## config.mk

```make
export PLATFORM = sky130hd
export DESIGN_NAME = status_word
export DESIGN_NICKNAME = d
export VERILOG_FILES = /design/src/logic/result_flag_unit.v /design/src/logic/status_word.v
export VERILOG_INCLUDE_DIRS = /design/src /design/src/logic
export SDC_FILE = /design/constraint.sdc
export NUM_CORES = 1
export LEC_CHECK = 0
export ABC_AREA = 1
export ABC_CLOCK_PERIOD_IN_PS = 1000
export BUFFER_PORTS_ARGS = -buffer_cell sky130_fd_sc_hd__buf_2
export CAP_MARGIN = 25
export CORE_ASPECT_RATIO = 1.75
export CORE_UTILIZATION = 37
export CTS_CLUSTER_DIAMETER = 30
export DETAILED_ROUTE_END_ITERATION = 12
export PLACE_DENSITY = 0.7
export SYNTH_ARGS = -nofsm -noshare
export SYNTH_HDL_FRONTEND = slang
export SYNTH_SLANG_ARGS = --single-unit
export TNS_END_PERCENT = 30
```

## constraint.sdc

```tcl
create_clock -name clk_i -period 1 [get_ports clk_i]
set_clock_uncertainty 0.15 [all_clocks]
set_input_delay 0.2 -clock clk_i [delete_from_list [all_inputs] [get_ports clk_i]]
set_output_delay 0.2 -clock clk_i [all_outputs]
set_load 0.01 [all_outputs]
```

## src/logic/status_word_defines.vh

```
// How it works
// - each flag-affecting operation updates the six result flags from its result; the code updates all six only for add and subtract.
// - dedicated instructions set, clear or invert carry; control flags change only by instruction.
// - interrupt entry clears interrupt enable and single step.
// - reset clears every flag except the legacy mode bit; the code clears the legacy mode bit too.
// - fixed 16-bit layout; bits 1,12-14 read one, 3,5 read zero.
// - byte access touches low 8 bits only, excluding overflow; word touches all.
// - whole word saved on interrupt or call, restored on returns and pop; the code saves only on irq_entry_i.
// - add/subtract carry from bit 7 or 15; increment/decrement keep carry.
// - logical operations clear carry and overflow.
// - multiply sets carry and overflow when upper half is not zero or sign extension.
// - shifts through carry load carry with the bit moved in.
// - parity set when low result byte has even count of ones.
// - half carry set on carry or borrow across the low nibble.
// - zero set when all byte or word result bits are zero.
// - sign copies result bit 7 or bit 15.
// - add/subtract overflow when carries out of top two bits differ.
// - one-bit shift overflow from carry versus top bit, or top two bits.
// - single step raises vector 1 trap after each instruction.
// - single step becomes set only by restoring a saved image.
// - enable instruction sets interrupt enable, mask instruction clears it.
// - direction flag set/cleared by bit instructions; set means step down.
// - legacy mode bit has no functional effect.
`ifndef STATUS_WORD_DEFINES_VH
`define STATUS_WORD_DEFINES_VH
`define BIT_CARRY 0
`define BIT_PARITY 2
`define BIT_HALF 4
`define BIT_ZERO 6
`define BIT_SIGN 7
`define BIT_STEP 8
`define BIT_IE 9
`define BIT_DIR 10
`define BIT_OVF 11
`define BIT_LEGACY 15
`define PSW_ONES_MASK 16'h7002
`define PSW_LIVE_MASK 16'h8fd5
`define TRAP_VECTOR 8'h01
// operation classes
`define OP_NONE 4'h0
`define OP_ADD 4'h1
`define OP_SUB 4'h2
`define OP_INC 4'h3
`define OP_DEC 4'h4
`define OP_LOGIC 4'h5
`define OP_MUL 4'h6
`define OP_DIV 4'h7
`define OP_SHL1 4'h8
`define OP_SHR1 4'h9
`define OP_SHIFTN 4'ha
// control commands
`define CMD_NONE 4'h0
`define CMD_SET_CARRY 4'h1
`define CMD_CLR_CARRY 4'h2
`define CMD_NOT_CARRY 4'h3
`define CMD_ENABLE_IRQ 4'h4
`define CMD_MASK_IRQ 4'h5
`define CMD_SET_DIR 4'h6
`define CMD_CLR_DIR 4'h7
`define CMD_LOAD_BYTE 4'h8
`define CMD_LOAD_WORD 4'h9
`endif
```

## src/logic/result_flag_unit.v

```verilog
`timescale 1ns/1ps
`include "status_word_defines.vh"
module result_flag_unit (
    input wire [3:0] op_i,
    input wire word_i,
    input wire [15:0] a_i,
    input wire [15:0] b_i,
    input wire [15:0] res_i,
    input wire [15:0] mul_hi_i,
    input wire mul_signed_i,
    input wire mul_imm_i,
    input wire shift_carry_i,
    input wire shift_uses_carry_i,
    input wire [15:0] flags_i,
    output reg [15:0] flags_o
);
    reg [16:0] sum;
    reg c_top;
    reg c_next;
    reg half;
    reg [15:0] ext;
    reg big;
    reg msb;
    reg msb_next;
    always @* begin
        flags_o = flags_i;
        sum = (op_i == `OP_SUB || op_i == `OP_DEC) ? {1'b0, a_i} - {1'b0, b_i}
            : {1'b0, a_i} + {1'b0, b_i};
        half = a_i[4] ^ b_i[4] ^ res_i[4];
        msb = word_i ? res_i[15] : res_i[7];
        msb_next = word_i ? res_i[14] : res_i[6];
        if (word_i) begin
            c_top = sum[16];
            c_next = a_i[15] ^ b_i[15] ^ res_i[15];
        end else begin
            c_top = a_i[8] ^ b_i[8] ^ sum[8];
            c_next = a_i[7] ^ b_i[7] ^ res_i[7];
        end
        ext = word_i ? {16{res_i[15]}} : {8'h00, {8{res_i[7]}}};
        if (mul_imm_i)
            big = (mul_hi_i != {16{res_i[15]}});
        else if (word_i)
            big = mul_signed_i ? (mul_hi_i != ext) : (mul_hi_i != 16'h0000);
        else
            big = mul_signed_i ? (res_i[15:8] != ext[7:0]) : (res_i[15:8] != 8'h00);
        case (op_i)
            `OP_ADD, `OP_SUB, `OP_INC, `OP_DEC, `OP_LOGIC, `OP_SHL1, `OP_SHR1, `OP_SHIFTN: begin
                flags_o[`BIT_PARITY] = ~^res_i[7:0];
                flags_o[`BIT_ZERO] = word_i ? (res_i == 16'h0000)
                    : (res_i[7:0] == 8'h00);
                flags_o[`BIT_SIGN] = msb;
            end
            default: begin
            end
        endcase
        case (op_i)
            `OP_ADD, `OP_SUB, `OP_INC, `OP_DEC: begin
                flags_o[`BIT_HALF] = half;
                flags_o[`BIT_OVF] = c_top ^ c_next;
                if (op_i == `OP_ADD || op_i == `OP_SUB)
                    flags_o[`BIT_CARRY] = c_top;
            end
            `OP_LOGIC: begin
                flags_o[`BIT_CARRY] = 1'b0;
                flags_o[`BIT_OVF] = 1'b0;
            end
            `OP_MUL: begin
                flags_o[`BIT_CARRY] = big;
                flags_o[`BIT_OVF] = big;
            end
            `OP_DIV: begin
                flags_o[`BIT_OVF] = 1'b0;
            end
            `OP_SHL1: begin
                if (shift_uses_carry_i)
                    flags_o[`BIT_CARRY] = shift_carry_i;
                flags_o[`BIT_OVF] = shift_carry_i ^ msb;
            end
            `OP_SHR1: begin
                if (shift_uses_carry_i)
                    flags_o[`BIT_CARRY] = shift_carry_i;
                flags_o[`BIT_OVF] = msb ^ msb_next;
            end
            `OP_SHIFTN: begin
                if (shift_uses_carry_i)
                    flags_o[`BIT_CARRY] = shift_carry_i;
            end
            default: begin
            end
        endcase
    end
endmodule // result_flag_unit

```

## src/logic/status_word.v

```verilog
`timescale 1ns/1ps
`include "status_word_defines.vh"
module status_word (
    input wire clk_i,
    input wire rst_b_i,
    input wire op_valid_i,
    input wire [3:0] op_i,
    input wire word_i,
    input wire [15:0] a_i,
    input wire [15:0] b_i,
    input wire [15:0] res_i,
    input wire [15:0] mul_hi_i,
    input wire mul_signed_i,
    input wire mul_imm_i,
    input wire shift_carry_i,
    input wire shift_uses_carry_i,
    input wire [3:0] cmd_i,
    input wire [15:0] load_data_i,
    input wire irq_entry_i,
    input wire instr_done_i,
    output reg [15:0] psw_o,
    output reg [15:0] saved_image_o,
    output reg save_strobe_o,
    output reg step_trap_o,
    output reg [7:0] trap_vector_o,
    output reg irq_enabled_o,
    output reg step_down_o
);
    reg [15:0] flags_reg;
    reg [15:0] flags_next;
    wire [15:0] alu_flags;
    // legacy bit is sticky, so the image is built from flags_kept, which ORs the stored bit 15 into flags_next
    wire [15:0] flags_kept = {flags_next[15] | flags_reg[15], flags_next[14:0]};
    result_flag_unit u_flags (
        .op_i(op_i),
        .word_i(word_i),
        .a_i(a_i),
        .b_i(b_i),
        .res_i(res_i),
        .mul_hi_i(mul_hi_i),
        .mul_signed_i(mul_signed_i),
        .mul_imm_i(mul_imm_i),
        .shift_carry_i(shift_carry_i),
        .shift_uses_carry_i(shift_uses_carry_i),
        .flags_i(flags_reg),
        .flags_o(alu_flags)
    );
    function [15:0] image;
        input [15:0] f;
        begin
            image = (f & `PSW_LIVE_MASK) | `PSW_ONES_MASK;
        end
    endfunction
    always @* begin
        flags_next = flags_reg;
        if (op_valid_i)
            flags_next = alu_flags;
        case (cmd_i)
            `CMD_SET_CARRY: flags_next[`BIT_CARRY] = 1'b1;
            `CMD_CLR_CARRY: flags_next[`BIT_CARRY] = 1'b0;
            `CMD_NOT_CARRY: flags_next[`BIT_CARRY] = ~flags_reg[`BIT_CARRY];
            `CMD_ENABLE_IRQ: flags_next[`BIT_IE] = 1'b1;
            `CMD_MASK_IRQ: flags_next[`BIT_IE] = 1'b0;
            `CMD_SET_DIR: flags_next[`BIT_DIR] = 1'b1;
            `CMD_CLR_DIR: flags_next[`BIT_DIR] = 1'b0;
            `CMD_LOAD_BYTE: flags_next[7:0] = load_data_i[7:0];
            `CMD_LOAD_WORD: flags_next = load_data_i;
            default: begin
            end
        endcase
        if (irq_entry_i) begin
            flags_next[`BIT_IE] = 1'b0;
            flags_next[`BIT_STEP] = 1'b0;
        end
        flags_next = flags_next & `PSW_LIVE_MASK;
    end
    always @(posedge clk_i or negedge rst_b_i) begin
        if (!rst_b_i) begin
            flags_reg <= 16'h0000;
            psw_o <= `PSW_ONES_MASK;
            saved_image_o <= `PSW_ONES_MASK;
            save_strobe_o <= 1'b0;
            step_trap_o <= 1'b0;
            trap_vector_o <= 8'h00;
            irq_enabled_o <= 1'b0;
            step_down_o <= 1'b0;
        end else begin
            flags_reg <= flags_kept;
            psw_o <= image(flags_kept);
            save_strobe_o <= irq_entry_i;
            if (irq_entry_i)
                saved_image_o <= image(flags_reg);
            step_trap_o <= instr_done_i & flags_reg[`BIT_STEP];
            trap_vector_o <= `TRAP_VECTOR;
            irq_enabled_o <= flags_next[`BIT_IE];
            step_down_o <= flags_next[`BIT_DIR];
        end
    end
endmodule // status_word

```

==> flow_summary.yaml, run 1 <==
sta:
  fmaxAchievable_ghz: 0.4209
  setup_viol_count_final: 38
  min_period_ps: 2376
  maxSlewViolCount: 0
  finalCritPeriodShare_pct: 237.6
  worst_slack_ps: -1376
  rsz0062_at_grt: "yes"
  tns_ps: -6956
  holdWs_ps: 3.726
  finalHoldViolCount: 0
grt:
  grt_pass1_wl_mm: 12.30
  grt_overflow_total: 0
  grt_max_degree: 24
  grt_pass1_vias: 3094
  grt_util_all_layers_pct: 19.59
  antenna_found_initial: 0
critical_path:
  crit_path_end_kind: "flip-flop"
  cp_data_arrival_time_ps: 2370
  r2r_cells: 6
  startpoint_type: "primary input"
  cp_max_fo: 4
  cp.required_ps: 1000
  worst-setup-path-type: "in2reg"
floorplan:
  fp.dieW_um: 67.53
  die_height_um: 116.7
  core_region_area_mm2: 0.007233
  rows: 41
  initial_core_util_pct: 38.44
  dieArea_mm2: 0.007878
  io_pins: 142
outcome:
  failed_checks: "negative setup slack"
  outcome: "finished with violations"
yosys:
  synth_edf_count: 0
  syn-mean-instance-area_um2: 7.259
  ys_ff_latch: 23
  ys_types: 43
  synthFlopType: "dfrtp_1"
  synthArstFlopShare_pct: 100.0
  synthCells: 383
  yosys_warnings: 0
  syn_area_mm2: 0.002780
  ys_seq_area_share_pct: 20.70
drt:
  dr.pass1.iters: 4
  via_per_inst: 4.732
  vias: 3142
  drtAntennaViolNets: 0
  drt_iter0_drc: 95
  wl_per_cell_um: 11.87
  wl_mm: 7.882
  drcViolationCount: 0
worst_hold_path:
  holdCritPathClass: "in2reg"
  hold_depth: 3
clocking:
  htreeDepth: 1
  cts_made_buffers: 3
  cts.sinks: 23
  clockBufferDepth: 2
  clock-root-buffer: "clkbuf_16"
  cts_tree: "built"
  cts.reportedPaths.clkPinSlew_ps: 60
  clkLatencyLatePin_ps: 250
finish:
  drive_gt1_share_pct: 48.96
  areaGrowthSynthToFinish_pct: 59.63
  mostFrequentLayoutCell: "buf_2"
  fin_cells: 664
  fillers: 633
  diodes: 0
  final_nets: 697
  final_cell_mix: "buf_2, buf_4, nand2_1"
pwr:
  power_mw: 4.176
  peakVddDrop_v: 0.0004991
  cellLeakagePower_nw: 2.322
  powerDensity_mw_per_mm2: 940.9
place:
  place_ws_ps: -1774
  post-place-cells: 645
  port_buffers: 116
  dp_hpwl_mm: 6.361
  place.gp.congestion: 0.8368
run:
  max_cap_viol_count: 0
==> critical path, stage by stage <==
cell and delay, ps:
buf_12 110, nor2_4 110, nand3_2 90, nand2_4 130, inv_4 50, nand2_4 70
o21ai_4 70, nor2_4 120, nand2_1 80, xnor2_1 130, ha_1 300, nand4_1 150
a21oi_1 160, nor2_1 80, nand3_1 100, nand3_2 100, nand2_1 70, nand2_1 40
nand3_1 60, nand2_1 50, nand2_1 50, nand2_1 40
==> final cells by class <==
class                      count  area, µm²  area share [%]
clock buffer                   3      75.07           1.692
clock inverter                 1      5.005          0.1128
inverter                      51      216.5           4.877
multi-input combinational    301       2105           47.42
sequential                    23      575.6           12.97
tap                           86      107.6           2.425
timing repair buffer         199       1354           30.50
==> cells in the mapped netlist (3+ instances only) <==
master	n	area, µm²
nand2_1	70	262.8
nor2_1	45	168.9
inv_1	44	165.2
xnor2_1	25	219.0
dfrtp_1	23	575.6
buf_4	22	165.2
ha_1	20	250.2
nand3_1	15	75.07
xor2_1	15	131.4
a21oi_1	11	55.05
nand4_1	10	62.56
mux2_2	9	101.4
a31oi_1	8	50.05
inv_2	7	26.28
nor3_1	7	35.03
o21ai_0	6	30.03
nor2_4	4	45.04
buf_6	3	33.78
nand3_2	3	30.03
o21ai_1	3	15.01
==> registers in the layout, summed over array words and instances (netlist names) <==
| name | count |
|---|---|
| psw_o | 10 |
| save_strobe_o | 1 |
| saved_image_o | 10 |
| step_trap_o | 1 |
| trap_vector_o | 1 |
==> power breakdown <==
part / internal [mW] / switching (mW) / total, mW / leakage, nW
Clock: 0.537 / 0.319 / 0.856 / 0.0409
Sequential: 1.11 / 0.108 / 1.21 / 0.275
Combinational: 1.09 / 1.01 / 2.11 / 2.01
==> cells by family after synthesis <==
kind of cell / after synthesis / synth area share (%)
xor+xnor: 40 / 12.60
buf+inv: 77 / 14.18
other cells: 2 / 0.2701
compound gates: 45 / 10.58
simple gates: 167 / 29.03
fa+ha+maj: 20 / 9.001
flops: 23 / 20.70
mux: 9 / 3.645
==> through the flow <==
step / instance area [µm²] / utilization [%]
finish: 4438 / 61.36
detailed placement: 3956 / 54.70
CTS: 4292 / 59.33
floorplan: 2923 / -
global placement: 3956 / 54.70
global route: 4438 / 61.36
==> layer usage <==
metal	GRT usage (%)	share of wire [%]
met2	40.66	58
met4	6.667	2.7
met1	18.16	35
met3	2.441	4.5
met5	0	0
==> repair_timing <==
item	4_1_cts	5_1_grt
buffers inserted	14	9
hold buffers	1	0
pin swaps	24	29
endpoints found under the hold margin	23	0
setup endpoints to repair	35	37
gates resized for setup	49	29
==> final timing paths <==
kind | startpoint | endpoint | slack [ps]
worst max-delay path | op_i[2] | psw_o[11] | -1380
min in group asynchronous | rst_b_i | saved_image_o[6] | 260
worst min-delay path | instr_done_i | step_trap_o | 4
worst min register to register | saved_image_o[15] | saved_image_o[15] | 350
worst max register to register | psw_o[0] | psw_o[0] | -230
max in group asynchronous | rst_b_i | psw_o[8] | 290
Note: power is estimated with default switching activity, not from simulation.
==> inputs of run 2 (changes only) <==
- CTS_BUF_LIST: default -> sky130_fd_sc_hd__clkbuf_4 sky130_fd_sc_hd__clkbuf_8
==> run 2 against run 1 <==
Effect of this change:
- the flow still finishes with violations (negative setup slack)
- non-clock buffer count is 1 lower
- cell count fell by 0.15%
- register-to-register slack about the same
- via count is 0.76% higher
- utilization shrank 0.92 points
- critical path type unchanged
- largest cell class unchanged
==> flow_summary.yaml, run 2 (same netlist as run 1, synthesis figures left out) <==
sta:
  fmaxAchievable_ghz: 0.4044
  rsz0062_at_grt: "yes"
  finalCritPeriodShare_pct: 247.3
  setup_viol_count_final: 38
  maxSlewViolCount: 0
  finalHoldViolCount: 0
  holdWs_ps: 25.06
  min_period_ps: 2473
  worst_slack_ps: -1473
run:
  max_cap_viol_count: 0
floorplan:
  initial_core_util_pct: 38.44
  dieArea_mm2: 0.007878
  die_height_um: 116.7
  io_pins: 142
  rows: 41
  core_region_area_mm2: 0.007233
  fp.dieW_um: 67.53
place:
  place.gp.congestion: 0.8368
  port_buffers: 116
  dp_hpwl_mm: 6.361
pwr:
  cellLeakagePower_nw: 2.288
  powerDensity_mw_per_mm2: 884.7
  peakVddDrop_v: 0.0004465
clocking:
  cts_made_buffers: 3
  clockBufferDepth: 2
  cts.sinks: 23
  clkLatencyLatePin_ps: 260
  clock-root-buffer: "clkbuf_8"
  htreeDepth: 1
  cts.reportedPaths.clkPinSlew_ps: 80
  cts_tree: "built"
grt:
  grt_max_degree: 24
  grt_util_all_layers_pct: 19.15
  grt_pass1_wl_mm: 12.05
  antenna_found_initial: 0
  grt_pass1_vias: 3075
  grt_overflow_total: 0
drt:
  wl_mm: 7.931
  vias: 3166
  drcViolationCount: 0
  wl_per_cell_um: 11.96
  via_per_inst: 4.775
  dr.pass1.iters: 4
  drt_iter0_drc: 79
  drtAntennaViolNets: 0
finish:
  diodes: 0
  areaGrowthSynthToFinish_pct: 57.25
  fin_util_pct: 60.44
  mostFrequentLayoutCell: "buf_2"
  top_regs: "psw_o x10, saved_image_o x10"
  drive_gt1_share_pct: 48.35
  final_nets: 696
  final_cell_mix: "buf_2, buf_4, nand2_1"
outcome:
  failed_checks: "negative setup slack"
  outcome: "finished with violations"
critical_path:
  worst-setup-path-type: "in2reg"
  crit_path_end_kind: "flip-flop"
  cp_data_arrival_time_ps: 2480
  startpoint_type: "primary input"
  cp_max_fo: 4
  cp.required_ps: 1010
worst_hold_path:
  holdCritPathClass: "in2reg"
-- run 2: final cells by class --
type | count | area [µm²]
clock buffer | 3 | 41.29
timing repair buffer | 198 | 1335
tap | 86 | 107.6
multi-input combinational | 301 | 2098
inverter | 51 | 209.0
sequential | 23 | 575.6
fill | 627 | 2861
clock inverter | 1 | 5.005
-- run 2: through the flow --
step / area [µm²] / setup WS [ps] / instances / total power [mW] / setup TNS (ps)
CTS: 4204 / -1364 / 660 / 3.763 / -7639
finish: 4372 / -1473 / 663 / 3.868 / -7880
global placement: 3956 / -1637 / 645 / 3.002 / -7344
floorplan: 2923 / -1373 / 401 / 2.274 / -4862
detailed placement: 3956 / -1774 / 645 / 3.061 / -7626
global route: 4372 / -1623 / 663 / 4.180 / -9663
-- run 2: final timing paths --
| kind | start | depth (start not counted) | slack, ps | endpoint |
|---|---|---|---|---|
| max | op_i[3] | 22 | -1470 | psw_o[11] |
| min | load_data_i[10] | 3 | 30 | psw_o[10] |
| max reg2reg | psw_o[0] | 6 | -220 | psw_o[0] |
| min reg2reg | saved_image_o[6] | 1 | 350 | saved_image_o[6] |
| max in group asynchronous | rst_b_i | 3 | 310 | saved_image_o[10] |
| min in group asynchronous | rst_b_i | 3 | 250 | saved_image_o[4] |
-- run 2: timing repair --
action,in CTS,in global routing
hold buffers,2,0
endpoints found under the hold margin,24,0
pin swaps,16,29
setup endpoints to repair,35,38
setup buffers,9,8
resized for setup,30,40
-- run 2: metal layers --
metal,wire (µm),global-route usage (%),vias to the layer above
met5,0,0,-
met3,406,2.246,24
li1,-,-,1597
met1,2703,17.83,1423
met4,259,7.376,0
met2,4561,39.34,122
-- run 2: power breakdown --
part           total (mW)  internal (mW)  switching [mW]
sequential           1.21           1.10           0.104
clock               0.560          0.277           0.282
combinational        2.10           1.09            1.01
total                3.87           2.47            1.40
-- run 2: worst max-delay path: stages --
cell and delay (ps):
buf_8 110, nor2_4 130, nand3_2 100, nand2_4 140
inv_4 50, nand2_4 70, o21ai_4 80, nor2_4 150
o21ai_2 70, xnor2_1 130, ha_1 340, nand4_1 160
nor3_2 170, nand2_2 80, nand3_1 100, nand3_2 100
nand2_1 70, nand2_1 40, nand3_1 60, nand2_1 50
nand2_1 50, nand2_1 40
